===== config.mk =====
export PLATFORM = sky130hd
export DESIGN_NAME = utsm_serial_mux
export DESIGN_NICKNAME = d
export VERILOG_FILES = /design/src/utsm_pkg.sv /design/src/utsm_rx_if.sv /design/src/utsm_serial_mux.sv /design/src/utsm_sync.sv
export SDC_FILE = /design/constraint.sdc
export NUM_CORES = 1
export LEC_CHECK = 0
export ABC_AREA = 1
export BUFFER_PORTS_ARGS = -buffer_cell sky130_fd_sc_hd__buf_2
export CAP_MARGIN = 5
export CORE_MARGIN = 3
export CORE_UTILIZATION = 30
export CTS_BUF_LIST = sky130_fd_sc_hd__clkbuf_4
export DETAILED_ROUTE_END_ITERATION = 10
export SLEW_MARGIN = 20
export SYNTH_ARGS = -nofsm -noshare
export SYNTH_HDL_FRONTEND = slang
export SYNTH_HIERARCHICAL = 1
export SYNTH_SLANG_ARGS = --single-unit

===== constraint.sdc =====
create_clock -name i_sys_clk -period 0.94 [get_ports i_sys_clk]
set_input_delay 0.188 -clock i_sys_clk [delete_from_list [all_inputs] [get_ports i_sys_clk]]
set_output_delay 0.188 -clock i_sys_clk [all_outputs]
set_load 0.02 [all_outputs]

===== src/utsm_pkg.sv =====
// Contract
// - Four selectable transceiver wiring modes supported
// - Transmit enable output is active low
// - 3-wire: data pin tx out, rx in
// - 3-wire: second pin drives/samples single-ended zero
// - 6-wire data mode: data, se0 pins output-only
// - 6-wire data mode: receive from dedicated inputs
// - 4-wire: first pin tx plus, rx plus
// - 4-wire: second pin tx/rx minus, plus rcv
// - 6-wire plus/minus: outputs tx, inputs receive
package utsm_pkg;
   // ************************************************************
   // Wiring modes
   // ************************************************************
   typedef enum logic [1:0] {
      UTSM_DSE0_BIDIR,
      UTSM_DSE0_UNIDIR,
      UTSM_PM_BIDIR,
      UTSM_PM_UNIDIR
   } utsm_mode_t;

   // ************************************************************
   // Reset values
   // ************************************************************
   localparam utsm_mode_t UTSM_MODE_RST = UTSM_DSE0_BIDIR;
   localparam logic UTSM_TXOE_N_RST = 1'h1;
   localparam int UTSM_SYNC_STAGES = 2;
endpackage : utsm_pkg


===== src/utsm_rx_if.sv =====
`timescale 1ns/100ps
`default_nettype none
// Receive line bundle between the sampler and the top
interface utsm_rx_if;
   logic plus;
   logic minus;
   logic diff;
   modport src (output plus, output minus, output diff);
   modport dst (input plus, input minus, input diff);
endinterface : utsm_rx_if
`default_nettype wire


===== src/utsm_serial_mux.sv =====
`timescale 1ns/100ps
`default_nettype none
// ************************************************************
// Transceiver serial mode multiplexer
// ************************************************************
module utsm_serial_mux (
   input wire logic i_sys_clk, // 200 MHz clock
   input wire logic i_resetn, // Sync reset, active low
   input wire utsm_pkg::utsm_mode_t i_mode, // Wiring mode setting
   input wire logic i_port_active, // Port in use, mode locked
   input wire logic i_tx_en, // Controller wants to transmit
   input wire logic i_tx_dat_plus, // Tx data or plus value
   input wire logic i_tx_se0_minus, // Tx se0 request or minus
   input wire logic i_dat_plus_in, // Data/plus pin input
   input wire logic i_se0_minus_in, // Se0/minus pin input
   input wire logic i_rx_plus_buffered, // Dedicated plus input
   input wire logic i_rx_minus_buffered, // Dedicated minus input
   input wire logic i_rx_differential, // Dedicated diff input
   output logic o_tx_output_enable_n, // Transmit enable, low=tx
   output logic o_dat_plus_out, // Data/plus pin drive
   output logic o_dat_plus_oe, // Data/plus pin enable
   output logic o_se0_minus_out, // Se0/minus pin drive
   output logic o_se0_minus_oe, // Se0/minus pin enable
   output utsm_pkg::utsm_mode_t o_mode, // Mode in force
   output logic o_rx_dat_plus, // Rx data or plus line
   output logic o_rx_se0_minus, // Rx se0 flag or minus line
   output logic o_rx_differential // Rx differential data
);
   import utsm_pkg::*;

   utsm_mode_t mode;
   utsm_mode_t next_mode;
   logic [4:0] pins_sync;
   logic pin_dp;
   logic pin_sm;
   logic pin_vp1;
   logic pin_vm1;
   logic pin_rcv;
   logic next_oe_n;
   logic bidir;
   logic dse0;
   logic rx_phase;
   logic next_rx_a;
   logic next_rx_b;
   logic next_rx_c;

   // ************************************************************
   // Pin input synchronisers
   // ************************************************************
   utsm_sync #(.W(5)) u_sync (
      .i_sys_clk(i_sys_clk),
      .i_resetn(i_resetn),
      .i_async({i_dat_plus_in, i_se0_minus_in, i_rx_plus_buffered,
                i_rx_minus_buffered, i_rx_differential}),
      .o_sync(pins_sync)
   );

   utsm_rx_if rx_bus ();
   assign {pin_dp, pin_sm, pin_vp1, pin_vm1, pin_rcv} = pins_sync;

   // ************************************************************
   // Mode decode
   // ************************************************************
   // mode lock: changes only while port idle
   assign next_mode = i_port_active ? mode : i_mode;
   assign bidir = (mode == UTSM_DSE0_BIDIR) || (mode == UTSM_PM_BIDIR);
   assign dse0 = (mode == UTSM_DSE0_BIDIR) || (mode == UTSM_DSE0_UNIDIR);
   assign next_oe_n = ~i_tx_en;
   // Receiving once the enable has gone back high
   assign rx_phase = o_tx_output_enable_n;

   // ************************************************************
   // Receive source selection
   // ************************************************************
   // shared pins when bidirectional, except the 4-wire diff from the dedicated input
   always_comb begin
      next_rx_a = 1'h0;
      next_rx_b = 1'h0;
      next_rx_c = 1'h0;
      case (mode)
         UTSM_DSE0_BIDIR: begin
            next_rx_a = pin_dp;
            next_rx_b = pin_sm;
            next_rx_c = pin_dp;
         end
         UTSM_DSE0_UNIDIR: begin
            next_rx_a = pin_vp1;
            next_rx_b = pin_vm1;
            next_rx_c = pin_rcv;
         end
         UTSM_PM_BIDIR: begin
            next_rx_a = pin_dp;
            next_rx_b = pin_sm;
            next_rx_c = pin_rcv;
         end
         UTSM_PM_UNIDIR: begin
            next_rx_a = pin_vp1;
            next_rx_b = pin_vm1;
            next_rx_c = pin_rcv;
         end
         default: begin
            next_rx_a = 1'h0;
            next_rx_b = 1'h0;
            next_rx_c = 1'h0;
         end
      endcase
   end

   assign rx_bus.plus = next_rx_a;
   assign rx_bus.minus = next_rx_b;
   assign rx_bus.diff = next_rx_c;

   // ************************************************************
   // Mode and enable registers
   // ************************************************************
   always_ff @(posedge i_sys_clk) begin
      if (!i_resetn) begin
         mode <= UTSM_MODE_RST;
         o_mode <= UTSM_MODE_RST;
         o_tx_output_enable_n <= UTSM_TXOE_N_RST;
      end else begin
         mode <= next_mode;
         o_mode <= next_mode;
         o_tx_output_enable_n <= next_oe_n;
      end
   end

   // ************************************************************
   // Transmit pin drive
   // ************************************************************
   // Outputs move with the enable so pins fight the transceiver only in the cycle after a unidirectional-to-bidirectional mode change
   always_ff @(posedge i_sys_clk) begin
      if (!i_resetn) begin
         o_dat_plus_out <= 1'h0;
         o_se0_minus_out <= 1'h0;
         o_dat_plus_oe <= 1'h0;
         o_se0_minus_oe <= 1'h0;
      end else begin
         o_dat_plus_out <= i_tx_en & i_tx_dat_plus;
         o_se0_minus_out <= i_tx_en & i_tx_se0_minus;
         o_dat_plus_oe <= i_tx_en | ~bidir;
         o_se0_minus_oe <= i_tx_en | ~bidir;
      end
   end

   // ************************************************************
   // Receive sample registers
   // ************************************************************
   // Held at idle levels while transmitting; avoids echoing our drive
   always_ff @(posedge i_sys_clk) begin
      if (!i_resetn) begin
         o_rx_dat_plus <= 1'h0;
         o_rx_se0_minus <= 1'h0;
         o_rx_differential <= 1'h0;
      end else if (rx_phase) begin
         o_rx_dat_plus <= rx_bus.plus;
         o_rx_se0_minus <= rx_bus.minus;
         o_rx_differential <= dse0 ? rx_bus.diff : rx_bus.diff;
      end else begin
         o_rx_dat_plus <= 1'h0;
         o_rx_se0_minus <= 1'h0;
         o_rx_differential <= 1'h0;
      end
   end
endmodule : utsm_serial_mux
`default_nettype wire


===== src/utsm_sync.sv =====
`timescale 1ns/100ps
`default_nettype none
// Two-flop synchroniser for pin inputs
module utsm_sync #(
   parameter int W = 1
) (
   input wire logic i_sys_clk, // System clock
   input wire logic i_resetn, // Sync reset, active low
   input wire logic [W-1:0] i_async, // Raw pin level
   output logic [W-1:0] o_sync // Synchronised level
);
   logic [W-1:0] meta;

   // First stage read only by second stage
   always_ff @(posedge i_sys_clk) begin
      if (!i_resetn) begin
         meta <= '0;
         o_sync <= '0;
      end else begin
         meta <= i_async;
         o_sync <= meta;
      end
   end
endmodule : utsm_sync
`default_nettype wire


# Word level (Yosys, flattened, before mapping)
# Index checks and enable logic that the tools add are counted.
# Widths: inputs -> output; s select.
# op_classes
multipliers	0
n_eq_ne	3
n_addsub	0
div	0
n_mux	3
shift	0
reduce_logical	6
magnitude_cmp	0
bitwise	5
# ops
op	n
$pmux 1 s2	3
$eq 2x2->1 const B	2
$reduce_or 2->1	2
$reduce_or 3->1	1
$and 1x1->1	2
$eq 2x1->1 const B	1
$logic_not 2->1	1
$not 1->1	2
$reduce_and 2->1	1
$logic_or 1x1->1	1
$or 1x1->1	1
# word_totals
latch_bits	0
memories	0
ramBits	0
in_bits	13
output_inout_bits	10
register_bits	19
word_cells	27
rom_bits	0

# Logic depth before layout (Yosys ltp)
# Gate-level depths: netlist (run 1).
# depth
ltp_word	4
mapped_depth	4

# By module
# The synthesis (run 1) kept the hierarchy.
# modules_own_cells
module	seq_area_each_um2	n_inst	cells_each	area_each_um2
utsm_serial_mux	180.2	1	36	299.0
utsm_sync	200.2	1	31	286.5

# Least setup slack after synthesis (run 1)
# No wires, ideal clock.
# synth_path
path_kind	register to register
from	register mode[0]
to	register o_rx_dat_plus
arrival_ns	0.734
stages_incl_launch_ff	4
setup_slack_ns	0.090
n_path_buf	0
period_less_slack_ns	0.850
setup_time_ns	0.116
cell_sequence	dfxtp_1 -> inv_1 -> nand2_1 -> a21oi_1
# synth_between
elab_chain_len	3
# synth_rtl
element	line_no	source
from (decl)	utsm_serial_mux.sv:31	utsm_mode_t mode;
from (signal assigned)	utsm_serial_mux.sv:122	mode <= next_mode;
$eq 2x1->1 (tied with other cells)	utsm_serial_mux.sv:80	case (mode)
$reduce_or 2->1 (no line)	--	
$pmux 1 s2 (*)	utsm_serial_mux.sv:80	
to (signal assigned)	utsm_serial_mux.sv:156	o_rx_dat_plus <= rx_bus.plus;
to (decl)	utsm_serial_mux.sv:25	output logic o_rx_dat_plus,
# Mark *: on every way between the ends. The rest lies on a longest branch, timed or not.
# A chain may end at the register's enable or synchronous reset.

==> results of run 1 <==
cell families (layout without fill, tap and decap cells):
kind of cell | after synthesis | in the layout | synth area share
flops | 19 | 19 | 0.650
buf+inv | 18 | 46 | 0.135
compound gates | 7 | 7 | 0.0662
simple gates | 23 | 23 | 0.150
stage by stage:
step / std cells / util / cell area [µm²] / hold slack (ns) / setup WS, ns
2_1_floorplan: 67 / - / 586 / 0.277 / 0.0896
4_1_cts: 119 / 0.465 / 830 / 0.0575 / -0.0328
3_3_place_gp: 112 / 0.397 / 708 / 0.368 / 0.134
5_1_grt: 120 / 0.472 / 842 / 0.0553 / -0.0508
6_report: 120 / 0.472 / 842 / 0.0698 / -0.0165
3_5_place_dp: 112 / 0.397 / 708 / 0.374 / 0.112
worst paths after layout:
check | cells past startpoint | end | slack [ns] | from
min reg2reg | 2 | u_sync/o_sync[3]$_SDFF_PN0_ | 0.42 | u_sync/meta[3]$_SDFF_PN0_
max | 1 | o_mode[0] | -0.02 | mode[0]$_SDFFE_PN0N_
max reg2reg | 4 | o_rx_differential$_SDFF_PN0_ | 0.06 | mode[1]$_SDFFE_PN0N_
min | 3 | u_sync/meta[1]$_SDFF_PN0_ | 0.07 | i_rx_minus_buffered
flip-flops by register name, summed over array words and instances, names as in the netlist:
register              flops
u_sync/o_sync             5
u_sync/meta               5
o_se0_minus_oe            1
mode                      2
o_tx_output_enable_n      1
o_rx_dat_plus             1
o_rx_se0_minus            1
o_se0_minus_out           1
o_rx_differential         1
o_dat_plus_out            1
power breakdown:
group	leakage [nW]	internal, mW	switching [mW]
Combinational	0.287	0.0918	0.0890
Sequential	0.160	0.848	0.0160
Clock	0.0184	0.194	0.232
Total	0.465	1.13	0.336
final cells by class:
class                      count  area, µm²
fill                         169        941
sequential                    19        394
timing repair buffer          26        195
multi-input combinational     30        131
inverter                      16       60.1
tap                           25       31.3
clock buffer                   4       30.0
timing repair:
action                     CTS  global route
resized for setup           28             1
setup endpoints to repair   10            10
buffers inserted             3             1
cloned                       0             0
routing by layer:
| metal | GRT usage | wire, µm |
|---|---|---|
| met4 | 0.0553 | 27 |
| met1 | 0.0906 | 396 |
| met3 | 0.0475 | 91 |
| met5 | 0 | 0 |
| met2 | 0.124 | 416 |
cells in the mapped netlist:
library cell	n
nand2_1	19
o21ai_2	1
o21ai_0	2
buf_4	1
a21oi_1	4
nor3_1	1
buf_6	1
inv_1	16
nor2_1	3
dfxtp_1	19
==> impl_metrics.json, run 1 <==
{
  "yosysTopAreaCellShare": 0.650,
  "route.vias.total": 452,
  "timing.fmax_mhz": 1050,
  "yosysSeqAreaShare": 0.650,
  "slowest_stage": "dfxtp_4",
  "avgSynthCellArea_um2": 8.74,
  "grt_pass1_wl_mm": 1.53,
  "p_leak_nw": 0.465,
  "drt_iter0_drc": 2,
  "slew_viol_final": 0,
  "status": "complete, but fails checks",
  "yosysTopAreaCell": "dfxtp_1",
  "cts_tree": "built",
  "timing.setup.tns_ns": -0.0484,
  "pin_count": 23,
  "worstPathMaxFanout": 2,
  "clk_pin_slew_worst_paths_ns": 0.10,
  "core_area_um2": 1780,
  "fin_crit_sh": 1.02,
  "rsz0062_at_grt": "true",
  "syn-cell-area_um2": 586,
  "die-area_um2": 2520,
  "final_net_count": 109,
  "synthCells": 67,
  "grt_max_degree": 16,
  "routed_wl_um": 931,
  "relSlewSlack": 0.838,
  "n_antenna_cell": 0,
  "yosysWarnings": 6,
  "p_per_area_nw_per_um2": 1750,
  "grt_overflow": 0,
  "wire_per_inst_um": 7.76,
  "start_kind": "flip-flop",
  "clk_latency_ns": 0.29,
  "numCtsBuffers": 3,
  "cts_hold_buf": 0,
  "die_w_um": 50.2,
  "final_hold_viol_count": 0,
  "period_needed_ns": 0.957,
  "start_util": 0.328,
  "cp.arrival_ns": 0.77,
  "cts.path.max_buffers": 2,
  "ys_seq_elements": 19,
  "drive_gt1_frac": 0.432,
  "hp-class": "input port to flip-flop",
  "dieHeight_um": 50.2,
  "rows": 15,
  "skew_ns": 0.00129,
  "clock-sinks": 19,
  "dp_hpwl_um": 656,
  "ir_worst_vdd_v": 0.00107,
  "worst_slew_pin_slew_ns": 0.242,
  "drt-pass1-iter-count": 2,
  "root_buffer": "clkbuf_4",
  "cp_cell_sequence": "buf_6",
  "htreeDepth": 1,
  "layout_common_cells": "19 x nand2_1, 16 x inv_1, 12 x buf_2, 10 x dfxtp_1",
  "ys_types": 10,
  "grt.total_usage": 0.0839,
  "grt_antenna_before_repair": 0,
  "grt_pass1_vias": 375,
  "drv_cap": 0,
  "gp_congestion": 0.711,
  "route.detailed.drc": 0,
  "fin_ws_ns": -0.0165,
  "critPathKind": "flip-flop to output pin",
  "end_kind": "output pin",
  "setup_violations": 3,
  "viasPerCell": 3.77,
  "portBuffers": 22,
  "area_growth_pct": 43.8,
  "crit_family": "flip-flops",
  "critPathBufInv": 1,
  "max_stage_delay_ns": 0.35,
  "layout_commonest_cell": "nand2_1",
  "synth_area_leaders": "dfxtp_1 65%, nand2_1 12%, inv_1 10%, a21oi_1 3.4%, buf_6 1.9%",
  "synth_fp_nets": 80,
  "totalPowerFinal_mw": 1.47,
  "ant_nets": 0,
  "cp.required_ns": 0.75,
  "failed_checks": "setup timing"
}
Note: power is estimated with default switching activity, not from simulation.
==> run 2, diff against run 1 <==
SKIP_CTS_REPAIR_TIMING = 1   (was not set)
SYNTH_HIERARCHICAL = not set   (was 1)
==> impl_metrics.json, run 2 <==
{
  "yosysWarnings": 0,
  "synthCells": 70,
  "root_buffer": "clkbuf_4",
  "drt-pass1-iter-count": 2,
  "synth_common_cells": "19 x dfxtp_1, 19 x nand2_1, 15 x inv_1, 9 x nor2_1",
  "cp.required_ns": 0.75,
  "multi_input_area_um2": 131,
  "drive_gt1_frac": 0.402,
  "failed_checks": "setup timing",
  "fin_crit_sh": 1.03,
  "dp_hpwl_um": 702,
  "rsz0062_at_grt": "true",
  "portBuffers": 22,
  "drt_iter0_drc": 2,
  "route.detailed.drc": 0,
  "yosysTopAreaCell": "dfxtp_1",
  "slew_viol_final": 0,
  "period_needed_ns": 0.967,
  "synth_fp_nets": 83,
  "ys_seq_elements": 19,
  "crit_family": "flip-flops",
  "htreeDepth": 1,
  "fin_util": 0.472,
  "start_kind": "flip-flop",
  "fin_ws_ns": -0.0274,
  "grt_antenna_before_repair": 0,
  "die_w_um": 50.4,
  "wire_per_inst_um": 8.01,
  "status": "complete, but fails checks",
  "fill_cells": 180,
  "critPathKind": "flip-flop to output pin",
  "layout_commonest_cell": "nand2_1",
  "timing.fmax_mhz": 1030,
  "viasPerCell": 3.78,
  "routed_wl_um": 977,
  "dieHeight_um": 50.4,
  "route.vias.total": 461,
  "async_reset_ff_frac": 0,
  "grt_pass1_wl_mm": 1.48,
  "yosysSeqAreaShare": 0.644,
  "fin_hold_ws_ns": 0.0609,
  "skew_ns": 0.00748,
  "final_net_count": 111,
  "syn-cell-area_um2": 591,
  "cts_tree": "built",
  "yosys_most_used_dff": "dfxtp_1",
  "ys_types": 10,
  "end_kind": "output pin",
  "cts.path.max_buffers": 2,
  "p_leak_nw": 0.465,
  "die-area_um2": 2540,
  "p_per_area_nw_per_um2": 1730,
  "drv_cap": 0,
  "core_area_um2": 1780,
  "clock-sinks": 19,
  "regArea_um2": 394,
  "hp-class": "input port to flip-flop",
  "max_stage_delay_ns": 0.36,
  "ir_worst_vdd_v": 0.00105,
  "start_util": 0.331,
  "layout_common_cells": "19 x nand2_1, 15 x inv_1, 12 x buf_2, 10 x buf_6, 10 x dfxtp_1",
  "critPathBufInv": 1,
  "cp_cell_sequence": "buf_6",
  "worstPathMaxFanout": 3,
  "grt_max_degree": 13,
  "rows": 15,
  "numCtsBuffers": 3,
  "synth_edf_count": 0,
  "clk_pin_slew_worst_paths_ns": 0.11,
  "relSlewSlack": 0.884,
  "ant_nets": 0,
  "clk_latency_ns": 0.30,
  "largestRegisters": "u_sync.meta x5, u_sync.o_sync x5, mode x2",
  "avgSynthCellArea_um2": 8.44,
  "grt_pass1_vias": 390,
  "r2r_slack_ns": 0.07,
  "grt_overflow": 0,
  "area_growth_pct": 42.6,
  "yosysTopAreaCellShare": 0.644,
  "gp_congestion": 0.754,
  "grt.total_usage": 0.0795,
  "worst_slew_pin_slew_ns": 0.172,
  "cp.arrival_ns": 0.78,
  "synth_area_leaders": "dfxtp_1 64%, nand2_1 12%, inv_1 9.5%, nor2_1 5.7%, buf_6 1.9%",
  "n_antenna_cell": 0,
  "pin_count": 23,
  "final_hold_viol_count": 0,
  "slowest_stage": "dfxtp_4",
  "setup_violations": 6
}
-- run 2: cell type report --
cell class	instances	area share
clock buffers	3	0.0267
multi-input cells	33	0.156
repair buffers	25	0.232
clock inverters	1	0.00892
inverters	16	0.0713
flip-flops and latches	19	0.468
well taps	25	0.0371
-- run 2: cell families (layout without fill, tap and decap cells) --
group,after synthesis,in the layout,synth area share
AND/OR/NAND/NOR,29,29,0.189
flip-flops,19,19,0.644
buffers and inverters,18,45,0.133
AO/OA/AOI/OAI,4,4,0.0339
-- run 2: per-layer routing --
| metal | track usage | part of all wire | vias up |
|---|---|---|---|
| met1 | 0.0730 | 0.43 | 192 |
| met5 | 0 | 0 | - |
| met4 | 0.0673 | 0.020 | 0 |
| li1 | - | - | 249 |
| met2 | 0.133 | 0.46 | 18 |
| met3 | 0.0356 | 0.081 | 2 |
-- run 2: through the flow --
stage	cells	total power, mW	setup WS [ns]	cell area (µm²)	setup TNS [ns]
after floorplan	70	0.967	0.117	591	0
after global placement	116	1.02	0.159	721	0
after detailed placement	116	1.02	0.143	721	0
after CTS	120	1.43	-0.199	751	-0.600
after global routing	122	1.54	-0.0658	842	-0.464
final	122	1.46	-0.0274	842	-0.0775
-- run 2: path summary, 6_finish.rpt --
kind                             startpoint                            to  depth (start not counted)
setup / recovery       mode[0]$_SDFFE_PN0N_                     o_mode[0]                          1
hold reg to reg   u_sync.meta[4]$_SDFF_PN0_   u_sync.o_sync[4]$_SDFF_PN0_                          2
setup reg to reg       mode[0]$_SDFFE_PN0N_  o_rx_differential$_SDFF_PN0_                          5
hold / removal          i_rx_minus_buffered     u_sync.meta[1]$_SDFF_PN0_                          3
-- run 2: power by group --
part	leakage (nW)	switching, mW	internal (mW)
combinational	0.291	0.0888	0.0907
sequential	0.160	0.0188	0.848
clock	0.0139	0.252	0.162
